===== src/exc_map_pkg.sv =====
package exc_map_pkg;

    localparam logic [31:0] RESET_VECTOR = 32'ha000_0000;
    localparam logic [31:0] GEN_OFFSET = 32'h0000_0100;
    localparam logic [31:0] TLB_MISS_OFFSET = 32'h0000_0400;
    localparam logic [31:0] INT_OFFSET = 32'h0000_0600;
    localparam logic [31:0] BASE_AT_RESET = 32'h0000_0000;

    localparam logic [11:0] CODE_POWER_ON = 12'h000;
    localparam logic [11:0] CODE_MANUAL = 12'h020;
    localparam logic [11:0] CODE_USER_BREAK = 12'h1e0;
    localparam logic [11:0] CODE_NMI = 12'h1c0;
    localparam logic [11:0] CODE_IRL_BASE = 12'h200;
    localparam logic [11:0] CODE_PERIPH_BASE = 12'h400;
    localparam logic [11:0] CODE_DMA_BASE = 12'h640;
    localparam logic [11:0] CODE_FIFO_BASE = 12'h700;
    localparam logic [11:0] CODE_STEP = 12'h020;
    localparam logic [11:0] CODE_NONE = 12'h000;

    localparam int NUM_PERIPH = 18;
    localparam int NUM_DMA = 5;
    localparam int NUM_FIFO = 4;
    localparam int NUM_SRC = NUM_PERIPH + NUM_DMA + NUM_FIFO;
    localparam int PRIO_W = 5;

    localparam logic [3:0] IRL_NONE = 4'hf;
    localparam logic [3:0] MASK_ALL = 4'hf;
    localparam int ST_BLOCK = 28;
    localparam int ST_PRIV = 30;
    localparam int ST_BANK = 29;
    localparam int ST_FPU_OFF = 15;
    localparam int ST_IMASK_LO = 4;
    localparam logic [31:0] ST_RESET = 32'h7000_00f0;

    typedef struct packed {
        logic [31:0] status;
        logic [31:0] pc;
    } cpu_ctx_s;

    typedef struct packed {
        logic take;
        logic is_reset;
        logic is_int;
        logic [11:0] code;
        logic [31:0] target;
    } dispatch_s;

endpackage


===== src/int_arbiter.sv =====
`timescale 1ns/1ps
module int_arbiter
    import exc_map_pkg::*;
#(
    parameter int N = NUM_SRC
)
(
    // Requests and programmable orders
    input wire logic [N-1:0] req,
    input wire logic [N*PRIO_W-1:0] order,
    // Winner
    output logic found,
    output logic [$clog2(N)-1:0] win
);

    ////////////////////////////////////////////////////////////////
    always_comb
    begin
        logic [PRIO_W-1:0] best;
        best = '1;
        found = 1'b0;
        win = '0;
        for (int i = 0; i < N; i++)
        begin
            if (req[i] && (!found || order[i*PRIO_W +: PRIO_W] < best))
            begin
                found = 1'b1;
                best = order[i*PRIO_W +: PRIO_W];
                win = ($clog2(N))'(i);
            end
        end
    end

endmodule


===== src/exception_vector_code_map.sv =====
// Notes on behaviour
// - Timer, clock, serial, watchdog, refresh, debug and GPIO interrupts give codes 0x400-0x620.
// - DMA end 0x640-0x6a0, DMA address error 0x6c0, FIFO serial 0x700-0x760.
// - Choose by lowest order number only, ties to the lowest source index; NMI wins over every other interrupt.
// - Every reset jumps to 0xa0000000 regardless of the vector base.
// - Other events except a debug-vectored user break go to vector base plus offset; interrupts use offset 0x600.
// - Resets and general exceptions write the exception code, interrupts the interrupt code.
// - Level pins 0xb-0xe give codes 0x360-0x3c0, from four level pins.
// - With debug vector enable set, a user break loads the pc from the debug base.
// - Otherwise a user break jumps to vector base plus 0x100.
// - Order among external and peripheral interrupts is set by software.
// - Taking a non-reset event updates saved status, saved pc, code, status word and pc.
// - Power-on reset stores code 0x000, manual reset 0x020.
`timescale 1ns/1ps
module exception_vector_code_map
    import exc_map_pkg::*;
(
    // Clock and reset
    input wire logic clk,
    input wire logic rst,
    // Reset requests
    input wire logic power_on_req,
    input wire logic manual_req,
    // General exception from pipeline
    input wire logic gen_exc_req,
    input wire logic [11:0] gen_exc_code,
    input wire logic gen_exc_tlb_miss,
    input wire logic user_break_req,
    // Interrupt sources
    input wire logic nmi_req,
    input wire logic [3:0] irq_level_pins,
    input wire logic [NUM_SRC-1:0] periph_irq,
    input wire logic [NUM_SRC*PRIO_W-1:0] periph_order,
    input wire logic [PRIO_W-1:0] irl_order,
    // Pipeline context
    input wire logic insn_complete,
    input wire cpu_ctx_s cur_ctx,
    input wire logic [31:0] next_pc,
    // Control
    input wire logic [31:0] vector_base,
    input wire logic [31:0] debug_vector_base,
    input wire logic debug_vector_enable,
    // Results
    output logic redirect,
    output logic [31:0] pc_out,
    output logic [31:0] status_word,
    output logic [31:0] saved_status,
    output logic [31:0] saved_pc,
    output logic [11:0] exception_event_code,
    output logic [11:0] interrupt_event_code
);

    ////////////////////////////////////////////////////////////////
    // Pin synchronisers
    logic [3:0] irl_meta_reg, irl_sync_reg;
    logic por_meta_reg, por_sync_reg, man_meta_reg, man_sync_reg, nmi_meta_reg, nmi_sync_reg;
    logic [NUM_SRC-1:0] pirq_meta_reg, pirq_sync_reg;

    always_ff @(posedge clk)
    begin
        if (rst)
        begin
            irl_meta_reg <= IRL_NONE;
            irl_sync_reg <= IRL_NONE;
            por_meta_reg <= 1'b0;
            por_sync_reg <= 1'b0;
            man_meta_reg <= 1'b0;
            man_sync_reg <= 1'b0;
            nmi_meta_reg <= 1'b0;
            nmi_sync_reg <= 1'b0;
            pirq_meta_reg <= '0;
            pirq_sync_reg <= '0;
        end
        else
        begin
            irl_meta_reg <= irq_level_pins;
            irl_sync_reg <= irl_meta_reg;
            por_meta_reg <= power_on_req;
            por_sync_reg <= por_meta_reg;
            man_meta_reg <= manual_req;
            man_sync_reg <= man_meta_reg;
            nmi_meta_reg <= nmi_req;
            nmi_sync_reg <= nmi_meta_reg;
            pirq_meta_reg <= periph_irq;
            pirq_sync_reg <= pirq_meta_reg;
        end
    end

    ////////////////////////////////////////////////////////////////
    // Peripheral and level interrupt arbitration
    localparam int NW = $clog2(NUM_SRC + 1);
    logic [NUM_SRC:0] all_req;
    logic [(NUM_SRC+1)*PRIO_W-1:0] all_order;
    logic int_found;
    logic [NW-1:0] int_win;
    logic irl_active;
    logic [11:0] src_code [NUM_SRC+1];

    assign irl_active = (irl_sync_reg != IRL_NONE);
    assign all_req = {irl_active, pirq_sync_reg};
    assign all_order = {irl_order, periph_order};

    int_arbiter #(.N(NUM_SRC + 1)) u_arb
    (
        .req(all_req),
        .order(all_order),
        .found(int_found),
        .win(int_win)
    );

    // Code table per source
    genvar g;
    generate
        for (g = 0; g < NUM_SRC; g++)
        begin : g_code
            if (g < NUM_PERIPH)
            begin : g_p
                assign src_code[g] = CODE_PERIPH_BASE + 12'(g) * CODE_STEP;
            end
            else if (g < NUM_PERIPH + NUM_DMA)
            begin : g_d
                assign src_code[g] = CODE_DMA_BASE + 12'(g - NUM_PERIPH) * CODE_STEP;
            end
            else
            begin : g_f
                assign src_code[g] = CODE_FIFO_BASE
                    + 12'(g - NUM_PERIPH - NUM_DMA) * CODE_STEP;
            end
        end
    endgenerate
    assign src_code[NUM_SRC] = CODE_IRL_BASE + 12'({4'h0, irl_sync_reg}) * CODE_STEP;

    ////////////////////////////////////////////////////////////////
    // Dispatch selection
    dispatch_s disp;
    logic int_ok;

    // Interrupts wait for a boundary with blocking clear
    assign int_ok = insn_complete && !cur_ctx.status[ST_BLOCK];

    always_comb
    begin
        disp = '0;
        if (por_sync_reg || man_sync_reg)
        begin
            disp.take = 1'b1;
            disp.is_reset = 1'b1;
            disp.code = por_sync_reg ? CODE_POWER_ON : CODE_MANUAL;
            disp.target = RESET_VECTOR;
        end
        else if (user_break_req)
        begin
            disp.take = 1'b1;
            disp.code = CODE_USER_BREAK;
            if (debug_vector_enable)
            begin
                disp.target = debug_vector_base;
            end
            else
            begin
                disp.target = vector_base + GEN_OFFSET;
            end
        end
        else if (gen_exc_req)
        begin
            disp.take = 1'b1;
            disp.code = gen_exc_code;
            disp.target = vector_base + (gen_exc_tlb_miss ? TLB_MISS_OFFSET : GEN_OFFSET);
        end
        else if (int_ok && (nmi_sync_reg || int_found))
        begin
            disp.take = 1'b1;
            disp.is_int = 1'b1;
            disp.code = nmi_sync_reg ? CODE_NMI : src_code[int_win];
            disp.target = vector_base + INT_OFFSET;
        end
    end

    ////////////////////////////////////////////////////////////////
    // Redirect pulse and program counter
    logic redirect_reg, redirect_next;
    logic [31:0] pc_reg, pc_next;

    always_comb
    begin
        redirect_next = disp.take;
        pc_next = pc_reg;
        if (disp.take)
        begin
            pc_next = disp.target;
        end
    end

    always_ff @(posedge clk)
    begin
        if (rst)
        begin
            redirect_reg <= 1'b0;
            pc_reg <= RESET_VECTOR;
        end
        else
        begin
            redirect_reg <= redirect_next;
            pc_reg <= pc_next;
        end
    end

    ////////////////////////////////////////////////////////////////
    // Status word
    logic [31:0] stat_reg, stat_next;

    always_comb
    begin
        stat_next = stat_reg;
        if (disp.take && disp.is_reset)
        begin
            stat_next = ST_RESET;
        end
        else if (disp.take)
        begin
            stat_next = cur_ctx.status;
            stat_next[ST_BLOCK] = 1'b1;
            stat_next[ST_PRIV] = 1'b1;
            stat_next[ST_BANK] = 1'b1;
        end
    end

    always_ff @(posedge clk)
    begin
        if (rst)
        begin
            stat_reg <= ST_RESET;
        end
        else
        begin
            stat_reg <= stat_next;
        end
    end

    ////////////////////////////////////////////////////////////////
    // Saved context, untouched by reset events
    logic [31:0] saved_stat_reg, saved_stat_next, saved_pc_reg, saved_pc_next;

    always_comb
    begin
        saved_stat_next = saved_stat_reg;
        saved_pc_next = saved_pc_reg;
        if (disp.take && !disp.is_reset)
        begin
            saved_stat_next = cur_ctx.status;
            saved_pc_next = disp.is_int ? next_pc : cur_ctx.pc;
        end
    end

    always_ff @(posedge clk)
    begin
        if (rst)
        begin
            saved_stat_reg <= '0;
            saved_pc_reg <= '0;
        end
        else
        begin
            saved_stat_reg <= saved_stat_next;
            saved_pc_reg <= saved_pc_next;
        end
    end

    ////////////////////////////////////////////////////////////////
    // Event code registers
    logic [11:0] exp_reg, exp_next, int_reg, int_next;

    always_comb
    begin
        exp_next = exp_reg;
        int_next = int_reg;
        if (disp.take && disp.is_int)
        begin
            int_next = disp.code;
        end
        else if (disp.take)
        begin
            exp_next = disp.code;
        end
    end

    always_ff @(posedge clk)
    begin
        if (rst)
        begin
            exp_reg <= CODE_POWER_ON;
            int_reg <= CODE_NONE;
        end
        else
        begin
            exp_reg <= exp_next;
            int_reg <= int_next;
        end
    end

    assign redirect = redirect_reg;
    assign pc_out = pc_reg;
    assign status_word = stat_reg;
    assign saved_status = saved_stat_reg;
    assign saved_pc = saved_pc_reg;
    assign exception_event_code = exp_reg;
    assign interrupt_event_code = int_reg;

endmodule


===== config.mk =====
export PLATFORM = sky130hd
export DESIGN_NAME = exception_vector_code_map
export DESIGN_NICKNAME = d
export VERILOG_FILES = /design/src/exc_map_pkg.sv /design/src/int_arbiter.sv /design/src/exception_vector_code_map.sv
export SDC_FILE = /design/constraint.sdc
export NUM_CORES = 1
export LEC_CHECK = 0
export BUFFER_PORTS_ARGS = -buffer_cell sky130_fd_sc_hd__buf_4
export CAP_MARGIN = 15
export CORE_MARGIN = 10
export CORE_UTILIZATION = 48
export CTS_BUF_LIST = sky130_fd_sc_hd__clkbuf_16
export DETAILED_ROUTE_END_ITERATION = 16
export PLACE_DENSITY = 0.78
export SYNTH_ARGS = -nofsm -noshare
export SYNTH_HDL_FRONTEND = slang
export SYNTH_SLANG_ARGS = --single-unit

===== constraint.sdc =====
create_clock -name clk -period 47.9 [get_ports clk]
set_clock_uncertainty 0.1 [all_clocks]
set_input_delay 7.185 -clock clk [delete_from_list [all_inputs] [get_ports clk]]
set_output_delay 7.185 -clock clk [all_outputs]
set_load 0.02 [all_outputs]

# ---- Word level (Yosys, flattened, before mapping)
# Index checks and enable logic that the tools add are counted.
dict set report totals {
  ff_bits 218
}
dict set report classes {
  n_lt_le_gt_ge 28
  n_mux 102
  n_eq_ne 1
  bitwise 2
  add_sub_neg 4
  reduce_logical 92
}
# op n
set ops {}
lappend ops {{$mux W5} 39}
lappend ops {{$lt A5 B5 Y1} 27}
lappend ops {{$mux W44} 3}
lappend ops {{$mux W32} 2}
lappend ops {{$bmux W12 S5} 1}
lappend ops {{$mux W45} 1}
lappend ops {{$mux W1} 37}
lappend ops {{$mux W12} 3}
lappend ops {{$add A32 B11 Y32} 1}
lappend ops {{$add A32 B11 Y32 const B} 1}
lappend ops {{$add A32 B9 Y32 const B} 1}
lappend ops {{$logic_and A1 B1 Y1} 32}
lappend ops {{$mux W4} 8}
lappend ops {{$logic_not A1 Y1} 29}
lappend ops {{$logic_or A1 B1 Y1} 29}
lappend ops {{$mux W3} 4}
lappend ops {{$add A10 B9 Y11 const A} 1}
lappend ops {{$mux W11} 1}
lappend ops {{$ge A6 B6 Y1 const B} 1}
lappend ops {{$mux W6} 1}
lappend ops {{$not A5 Y6} 1}
lappend ops {{$mux W2} 2}
lappend ops {{$ne A4 B4 Y1 const B} 1}
lappend ops {{$reduce_and A2 Y1} 1}
lappend ops {{other kinds (2)} 2}

# ---- Logic depth before layout (Yosys ltp)
# Gate-level depths: netlist (run 1).
dict set report logic_depth {
  depth_word 121
  ltp_mapped 255
  depth_no_buf 245
}

# ---- Cells and area by module
# A second synthesis (run 1) with hierarchy kept.
dict set report hier_totals {
  hier_cells 2231
  area_unflattened_um2 17421.7
}
# module seq_area_each_um2 n_inst area_per_inst_um2 cells_per_inst
set by_module_without_submodules {}
lappend by_module_without_submodules {exception_vector_code_map 4364.2 1 9397.8 1050}
lappend by_module_without_submodules {int_arbiter 0.0 1 8023.9 1181}

# ---- Worst setup path after synthesis (run 1)
# No wires, ideal clock.
dict set report synth_path {
  path_kind {input -> register}
  startpoint {input port periph_order[4]}
  endpoint {register int_reg[7] (netlist: interrupt_event_code[7])}
  cell_stages 231
  arrival_time_ns 47.896
  setup_slack_ns -0.181
  setup_time_ns 0.084
  cell_sequence {nor2b_1 -> ha_1 -> and3_1 -> a21oi_1 -> nand2_1 -> a21oi_1 -> inv_1 -> ha_1 -> o22ai_1 -> nand2_1 -> a21boi_0 -> o31ai_4 -> o21ai_0 -> inv_1 -> ha_1 -> nand2_1 -> or3_1 -> o2bb2ai_1 -> [... 195 more ...] -> o21ai_0 -> a21oi_1 -> and2_1 -> clkbuf_1 -> a21oi_1 -> ha_1 -> a21o_1 -> a21o_1 -> a21oi_1 -> inv_1 -> a41oi_1 -> o21ai_0 -> o211ai_1 -> a221oi_2 -> nor2_1 -> or4b_1 -> a311o_1 -> o31ai_2}
}
dict set report synth_between {
  elab_chain_len 118
  elab_cells_between_ends 207
  cone_classes {order compare: 27; mux: 96; bitwise: 1; reduce/logical: 83}
}
# item line
set synth_rtl {}
lappend synth_rtl {{from (decl)} exception_vector_code_map.sv:33} ;# input wire logic [NUM_SRC*PRIO_W-1:0] periph_order,
lappend synth_rtl {{$mux W5 (*)} int_arbiter.sv:25} ;# if (req[i] && (!found || order[i*PRIO_W +: PRIO_W] < best))
lappend synth_rtl {{$lt A5 B5 Y1} int_arbiter.sv:25}
lappend synth_rtl {{$logic_or A1 B1 Y1} int_arbiter.sv:25}
lappend synth_rtl {{$logic_and A1 B1 Y1} int_arbiter.sv:25}
lappend synth_rtl {{$mux W5 or $mux W1 (tied branches)} int_arbiter.sv:25}
lappend synth_rtl {{$lt A5 B5 Y1 or $logic_not A1 Y1 (tied branches)} int_arbiter.sv:25}
lappend synth_rtl {{$logic_or A1 B1 Y1} int_arbiter.sv:25}
lappend synth_rtl {{$logic_and A1 B1 Y1} int_arbiter.sv:25}
lappend synth_rtl {{[... 101 more ...]} --}
lappend synth_rtl {{$not A5 Y6 (implied by the code)} exception_vector_code_map.sv:174} ;# disp.code = nmi_sync_reg ? CODE_NMI : src_code[int_win];
lappend synth_rtl {{$bmux W12 S5} exception_vector_code_map.sv:174}
lappend synth_rtl {{$mux W12 (implied by the code) (2 in a row)} exception_vector_code_map.sv:174}
lappend synth_rtl {{$mux W12} exception_vector_code_map.sv:174}
lappend synth_rtl {{$mux W45} exception_vector_code_map.sv:170} ;# else if (int_ok && (nmi_sync_reg || int_found))
lappend synth_rtl {{$mux W44} exception_vector_code_map.sv:164} ;# else if (gen_exc_req)
lappend synth_rtl {{$mux W44} exception_vector_code_map.sv:151} ;# else if (user_break_req)
lappend synth_rtl {{$mux W44} exception_vector_code_map.sv:144} ;# if (por_sync_reg || man_sync_reg)
lappend synth_rtl {{to (signal assigned)} exception_vector_code_map.sv:297} ;# int_reg <= int_next;
lappend synth_rtl {{to (decl)} exception_vector_code_map.sv:271} ;# logic [11:0] exp_reg, exp_next, int_reg, int_next;
# Every way passes the cells marked *; elsewhere a longest branch is shown, timed or not. The select of a mux whose other input is x is not followed.
# A chain may end at the register's enable or synchronous reset.

# ---- Worst setup path after layout (run 1)
# Ends and elaborated chain as after synthesis.

==> summary.txt, run 1 <==
Power and ir drop
  – Overall Power: 1.07 mW
  – Leak pwr: 10.4 nW
  – Worst vdd ir: roughly 0.04 mV
  – Cell Pwr Density: 45.3 nW/µm²

Routing
  – Drt first-iter violations: between 1.5k and 2k
  – Vias: around 21k
  – Routed len/inst: roughly 21 µm
  – WL final: 71900 µm
  – Drt pass-1 iters: 6
  – Top layer in use: met5
  – DRT antenna net count: 0
  – WL met2: ~34000 µm
  – DR WL met3: 7090 µm
  – DRC viols: 0
  – Drt via density: ~6
  – Met1 WL: approximately 28000 µm

Critical path
  – Reg-to-Reg End: interrupt_event_code[7]$_SDFFE_PP0P_
  – R2R Setup Slk: a little under 8 ns
  – Register-to-Register Path Depth: ~230
  – Crit. End Element: register
  – Max incr delay on CP: 0.53 ns
  – Max Fanout on Critical Path: 11
  – Critical path startpoint category: primary input
  – Setup CP Type: primary input to register
  – Arr. time, crit path: ~46 ns
  – Worst R2R Start: pirq_sync_reg[0]$_SDFF_PP0_
  – Slowest-stage cell, CP: or4b_4
  – WP data required: around 48 ns

Place
  – Worst slack at placement: -1.13 ns
  – Number of port buffers: roughly 500
  – Placer Congestion: between 0.9 and 1
  – Placed instance area: roughly 22000 µm²
  – DPL Wire Length: 55400 µm

Die
  – Die Y: 209 µm
  – Initial Utilization: between 40% and 50%
  – Die X: 209 µm
  – Rows: 69
  – Die area: ~44000 µm²
  – Ports: roughly 500
  – Core area: roughly 35000 µm²

Layout
  – Most frequent cells in the layout: 646 x buf_4, 307 x nand2_1, 259 x nor2_1, 218 x dfxtp_1, 157 x a21oi_1
  – Util after Layout: between 60 and 70%
  – Share of layout cells above drive strength 1: 31.2%
  – Final instance area: between 20000 and 25000 µm²
  – Nets: ~3.3k
  – Most common cell after layout, fill and taps aside: buf_4
  – Fill count: 3044
  – Area Growth Syn to Fin: 38.7%

Clock network
  – Hold-fix buffers at CTS: 0
  – Total clock sinks: roughly 220
  – CTS Buf Count: 26
  – Clk_lat worst skew: 0.57 ns
  – Htree depth: 1
  – CTS tree: done
  – Maximum clock insertion buffer count: 3
  – Worst-path clk slew: 0.06 ns
  – Root buffer cell: clkbuf_16

Timing
  – Fmax: ~0.022 GHz
  – Setup TNS: 0 ns
  – Slew margin rel.: between 20% and 30%
  – Crit path time final: between 40 and 50 ns
  – Final Max Tran Viols: 0
  – Worst slew pin tran: ~1.2 ns
  – Final Cycle Share: between 90% and 100%
  – Final worst slack: 1.90 ns
  – Setup violators final: 0
  – Final hold violations: 0

Global routing
  – Initial antenna violation count: 10
  – Largest net degree at the start of global routing: between 100 and 150
  – Overflow after GRT: 0
  – All-Layer GR Usage: ~30%
  – Vias in the first global route: ~20k
  – First-pass GRT wire length: roughly 110000 µm

Synthesis
  – Cell Area, Synth: approximately 17000 µm²
  – Mean Syn Cell Area: approximately 7.3 µm²
  – Main synth FF type: dfxtp_1
  – Count of flip-flops with a built-in enable after synthesis: 0
  – Synth warn: 0
  – Async S/R FF share, synth: 0%
  – Yosys cell types: roughly 120
  – Flops & latches, synth: roughly 220
  – Gate Count Post-Synth: between 2k and 2.5k
  – Register area share after synthesis: between 20% and 30%

Job
  – Max_cap viols: 0

Run status
  – Status: complete, no violations

Min path
  – Hold path cells: 1
  – Hold Path End: irl_sync_reg[2]$_SDFF_PP1_
  – Hold Path Origin: irl_meta_reg[2]$_SDFF_PP1_
  – Worst hold path type: register to register
[synthesized netlist by cell type (all sizes together), types with 14 or more instances]
| cell type | count | area, µm² |
|---|---|---|
| a211oi | 47 | 383 |
| a21boi | 14 | 105 |
| a21o | 22 | 165 |
| a21oi | 177 | 901 |
| a22oi | 14 | 105 |
| a311oi | 40 | 363 |
| a31oi | 35 | 219 |
| and2 | 28 | 175 |
| and3 | 22 | 138 |
| buf | 16 | 96.3 |
| clkbuf | 107 | 402 |
| dfxtp | 218 | 4360 |
| ha | 64 | 801 |
| inv | 89 | 334 |
| mux2 | 14 | 161 |
| mux2i | 34 | 353 |
| nand2 | 320 | 1200 |
| nand2b | 32 | 200 |
| nand3 | 65 | 325 |
| nand4 | 16 | 100 |
| nor2 | 274 | 1040 |
| nor2b | 79 | 494 |
| nor3 | 61 | 338 |
| o211ai | 27 | 221 |
| o21a | 21 | 158 |
| o21ai | 144 | 743 |
| o22ai | 42 | 263 |
| o31ai | 19 | 180 |
| or2 | 26 | 163 |
| or3 | 26 | 173 |
| xnor2 | 28 | 245 |
| xor2 | 23 | 201 |
[layer usage]
metal,track usage [%],up-vias
li1,-,9713
met5,0,-
met3,9.63,173
met2,49.3,993
met1,35.9,9640
met4,11.3,4
[final cells by class]
cell class                      instances  area [µm²]  area share [%]
Tap cell                              461         577            2.44
Clock inverter                         22         240            1.01
Antenna cell                            9        22.5          0.0951
Sequential cell                       218        4360            18.4
Clock buffer                           26         651            2.75
Multi-Input combinational cell       1920       12600            53.2
Inverter                               89         334            1.41
Timing Repair Buffer                  650        4890            20.7
[where the power goes]
| part | switching, mW | internal [mW] |
|---|---|---|
| sequential | 0.00751 | 0.194 |
| clock | 0.0850 | 0.121 |
| combinational | 0.368 | 0.296 |
| total | 0.461 | 0.611 |
[per-stage QoR]
step,hold WS [ns],instances
floorplan,0.289,2350
global placement,0.299,3286
detailed placement,0.299,3286
CTS,0.324,3334
global route,0.332,3394
finish,0.319,3395
[critical path: cells and delay by family]
| family | cells | cell delay, ns |
|---|---|---|
| buf+inv | 27 | 2.45 |
| mux | 9 | 2.60 |
| simple gates | 74 | 11.34 |
| fa+ha+maj | 26 | 6.85 |
| compound gates | 97 | 15.91 |
[worst max path at each step]
stage	slack (ns)	cells after the start	end	start
floorplan	0.08	230	interrupt_event_code[7]$_SDFFE_PP0P_	periph_order[4]
global placement	0.13	220	interrupt_event_code[7]$_SDFFE_PP0P_	periph_order[4]
detailed placement	-1.13	221	interrupt_event_code[7]$_SDFFE_PP0P_	periph_order[4]
CTS	0.04	226	interrupt_event_code[7]$_SDFFE_PP0P_	periph_order[4]
global route	-0.52	234	interrupt_event_code[7]$_SDFFE_PP0P_	periph_order[4]
finish	1.90	233	interrupt_event_code[7]$_SDFFE_PP0P_	periph_order[4]
[timing repair]
action / 4_1_cts / 5_1_grt
pin swaps: 0 / 52
resized for setup: 18 / 160
setup endpoints to repair: 7 / 7
buffers inserted: 0 / 52
gates cloned: 0 / 0
[cell families after synthesis]
family	after synthesis	share of synthesized area, %
adders and majority gates	69	4.99
xor gates and xnor gates	51	2.62
muxes	48	3.01
and+or+nand+nor	989	27.4
DFF	218	25.6
other	1	0.0220
AOI/OAI and AO/OA	760	31.6
buffers and inverters	212	4.87
No activity file was read; power rests on OpenSTA's default activity.
==> run 2, diff against run 1 <==
--- a/config.mk
+++ b/config.mk
@@ -8,10 +8,12 @@
 export BUFFER_PORTS_ARGS = -buffer_cell sky130_fd_sc_hd__buf_4
 export CAP_MARGIN = 15
 export CORE_MARGIN = 10
-export CORE_UTILIZATION = 48
+export CORE_UTILIZATION = 49
 export CTS_BUF_LIST = sky130_fd_sc_hd__clkbuf_16
 export DETAILED_ROUTE_END_ITERATION = 16
-export PLACE_DENSITY = 0.78
+export PLACE_DENSITY = 0.79
+export SLEW_MARGIN = 25
 export SYNTH_ARGS = -nofsm -noshare
 export SYNTH_HDL_FRONTEND = slang
+export SYNTH_HIERARCHICAL = 1
 export SYNTH_SLANG_ARGS = --single-unit
==> summary.txt, run 2 <==
Critical path
  – Arr. time, crit path: 47.35 ns (+0.97 ns)
  – Crit. End Element: register
  – Setup CP Type: primary input to register
  – Critical path startpoint category: primary input
  – Max Fanout on Critical Path: 6 (-5)
  – Max incr delay on CP: 0.46 ns (-0.07 ns)
  – Most Frequent Cell on Critical Path: nand2_1
  – Slowest-stage cell, CP: or3b_2
  – WP data required: 48.30 ns (about the same)

Routing
  – DRT antenna net count: 0 (unchanged)
  – Drt first-iter violations: 1768 (+9.0%)
  – WL final: 75400 µm (+4.9%)
  – Drt via density: 6.19 (+2.4%)
  – Routed len/inst: 22.8 µm (+7.8%)
  – DRC viols: 0 (unchanged)
  – Drt pass-1 iters: 6 (unchanged)
  – Vias: 20.5k (-0.34%)

Power and ir drop
  – Overall Power: 1.17 mW (+8.8%)
  – Leak pwr: 10.5 nW (+1.0%)
  – Cell Pwr Density: 47.4 nW/µm² (+4.6%)
  – Worst vdd ir: 0.0425 mV (+5.8%)

Layout
  – Most frequent cells in the layout: 659 x buf_4, 218 x dfxtp_1, 216 x nand2_1, 207 x nor2_1, 111 x a21oi_1
  – Final Non-Filler Cells: 3305 (-2.7%)
  – Nets: 3236 (-2.6%)
  – Fill count: 2807 (-7.8%)
  – Most common cell after layout, fill and taps aside: buf_4
  – Share of layout cells above drive strength 1: 35.1% (+3.9 points)
  – Area Growth Syn to Fin: 41.3%

Clock network
  – Root buffer cell: clkbuf_16
  – CTS Buf Count: 27 (+3.8%)
  – Clk_lat worst skew: 0.58 ns (about the same)
  – Total clock sinks: 218 (unchanged)
  – Maximum clock insertion buffer count: 3 (unchanged)
  – Htree depth: 1 (unchanged)
  – CTS tree: done
  – Worst-path clk slew: 0.06 ns (about the same)

Timing
  – Worst slew pin tran: 1.05 ns (-0.104 ns)
  – Crit path time final: 46.95 ns (+0.954 ns)
  – Final Cycle Share: 98.0% (+2.0 points)
  – Fmax: 0.0213 GHz (-2.0%)
  – Final Max Tran Viols: 0 (unchanged)
  – Slew margin rel.: 29.8% (+6.7 points)
  – RSZ-0062 raised after global routing: yes
  – Final worst slack: 0.949 ns (-0.954 ns)
  – Setup violators final: 0 (unchanged)
  – Final hold violations: 0 (unchanged)

Place
  – Number of port buffers: 502 (unchanged)
  – Worst slack at placement: -1.69 ns (-0.551 ns)
  – Placer Congestion: 1.01 (+2.7%)
  – DPL Wire Length: 57300 µm (+3.5%)
  – Dpl cells: 3177 (-3.3%)

Die
  – Initial Utilization: 49.3% (+0.99 points)
  – Die area: 43500 µm² (about the same)
  – Die X: 209 µm (about the same)
  – Die Y: 209 µm (about the same)
  – Ports: 506 (unchanged)
  – Core area: 35300 µm² (unchanged)
  – Rows: 69 (unchanged)

Synthesis
  – Count leader, synth: nand2_1
  – Count of flip-flops with a built-in enable after synthesis: 0 (unchanged)
  – Mean Syn Cell Area: 7.81 µm² (+7.4%)
  – Largest area contributor in the netlist: dfxtp_1
  – Yosys top cell area share: 25.1% (-0.51 points)
  – Gate Count Post-Synth: 2231 (-5.0%)
  – Async S/R FF share, synth: 0% (unchanged)
  – Yosys cell types: 131 (+14%)
  – Register area share after synthesis: 25.1% (-0.51 points)
  – Synth area leaders: dfxtp_1 25%, mux2i_1 5.0%, nand2_1 5.0%, nor2_1 4.8%, ha_1 4.6%
  – Synth warn: 6 (+6)
  – Cell Area, Synth: 17400 µm² (+2.0%)
  – Flops & latches, synth: 218 (unchanged)
  – Main synth FF type: dfxtp_1
  – Commonest cells post-synth: 230 x nand2_1, 223 x nor2_1, 218 x dfxtp_1

Run status
  – Status: complete, no violations

Min path
  – Worst hold path type: register to register

Global routing
  – Vias in the first global route: 19.5k (-0.34%)
  – Initial antenna violation count: 5 (-5)
  – First-pass GRT wire length: 111000 µm (+2.3%)
  – All-Layer GR Usage: 31.0% (+1.0 points)
  – Largest net degree at the start of global routing: 115 (+7.5%)
  – Overflow after GRT: 0 (unchanged)

Job
  – Max_cap viols: 0 (unchanged)
run 2: changes by cell type after synthesis, sizes merged, moves of 16 or more:
cell | before | now
inv | 89 | 118
nor3 | 61 | 36
o21ai | 144 | 120
nand2 | 320 | 233
buf | 16 | 55
clkbuf | 107 | 53
mux2i | 34 | 95
a311oi | 40 | 8
nor4 | 6 | 24
nor2 | 274 | 226
a21oi | 177 | 129
nand3 | 65 | 49
run 2: worst max-delay path, delay by kind of cell:
kind / cells / cell delay, ns
AO/OA/AOI/OAI: 98 / 16.66
AND/OR/NAND/NOR: 69 / 10.56
buffers and inverters: 24 / 2.45
adder cells (fa/ha/maj): 29 / 8.07
multiplexers: 10 / 2.31
run 2: repair_timing:
action                                  in CTS  in global routing
resized for setup                           21                207
hold endpoints to repair                     0                  0
gates cloned                                 0                  1
setup buffers                                9                 63
endpoints found under the setup margin       9                  9
hold buffers                                 0                  0
pin swaps                                    7                 95
run 2: layer usage:
metal | track usage, % | routed length, µm
met1 | 37.4 | 29200
met2 | 51.1 | 35600
met3 | 9.24 | 7730
met4 | 11.4 | 2840
met5 | 0 | 11
run 2: cell families (layout without fill, tap and decap cells):
logic type      Yosys count  count (layout)  synth area share (%)
simple gates            824             824                  23.7
xor+xnor                 52              52                  2.61
mux                     114             114                  7.15
other cells               1               7                0.0215
flops                   218             218                  25.1
fa+ha+maj                70              70                  4.94
compound gates          725             726                  30.7
buf+inv                 227             833                  5.83
run 2: final timing paths:
| path | startpoint | endpoint | slack, ns | cells after the start |
|---|---|---|---|---|
| max | periph_order[4] | exception_event_code[5]$_SDFFE_PP0P_ | 0.95 | 230 |
| min | irl_meta_reg[1]$_SDFF_PP1_ | irl_sync_reg[1]$_SDFF_PP1_ | 0.31 | 1 |
| max reg2reg | pirq_sync_reg[0]$_SDFF_PP0_ | exception_event_code[5]$_SDFFE_PP0P_ | 6.92 | 229 |
| min reg2reg | irl_meta_reg[1]$_SDFF_PP1_ | irl_sync_reg[1]$_SDFF_PP1_ | 0.31 | 1 |
run 2: metrics by stage:
stage | area (µm²) | setup TNS [ns] | utilization (%) | hold WS (ns)
2_1_floorplan | 17500 | 0 | - | 0.289
3_3_place_gp | 22000 | -1.26 | 62.2 | 0.300
3_5_place_dp | 22000 | -13.54 | 62.2 | 0.294
4_1_cts | 23100 | 0 | 65.4 | 0.314
5_1_grt | 24600 | -6.95 | 69.7 | 0.330
6_report | 24600 | 0 | 69.7 | 0.314
run 2: where the power goes:
part	switching, mW	internal, mW
logic	0.410	0.327
clock network	0.0880	0.141
registers	0.00747	0.193
total	0.505	0.661
run 2: area by class of cell:
| type | count | area (µm²) | share of cell area (%) |
|---|---|---|---|
| Sequential cell | 218 | 4360 | 17.7 |
| Tap cell | 461 | 577 | 2.34 |
| Timing Repair Buffer | 665 | 5030 | 20.4 |
| Clock inverter | 23 | 309 | 1.26 |
| Multi-Input combinational cell | 1789 | 13200 | 53.7 |
| Clock buffer | 27 | 676 | 2.74 |
| Antenna cell | 4 | 10.0 | 0.0406 |
| Inverter | 118 | 443 | 1.80 |
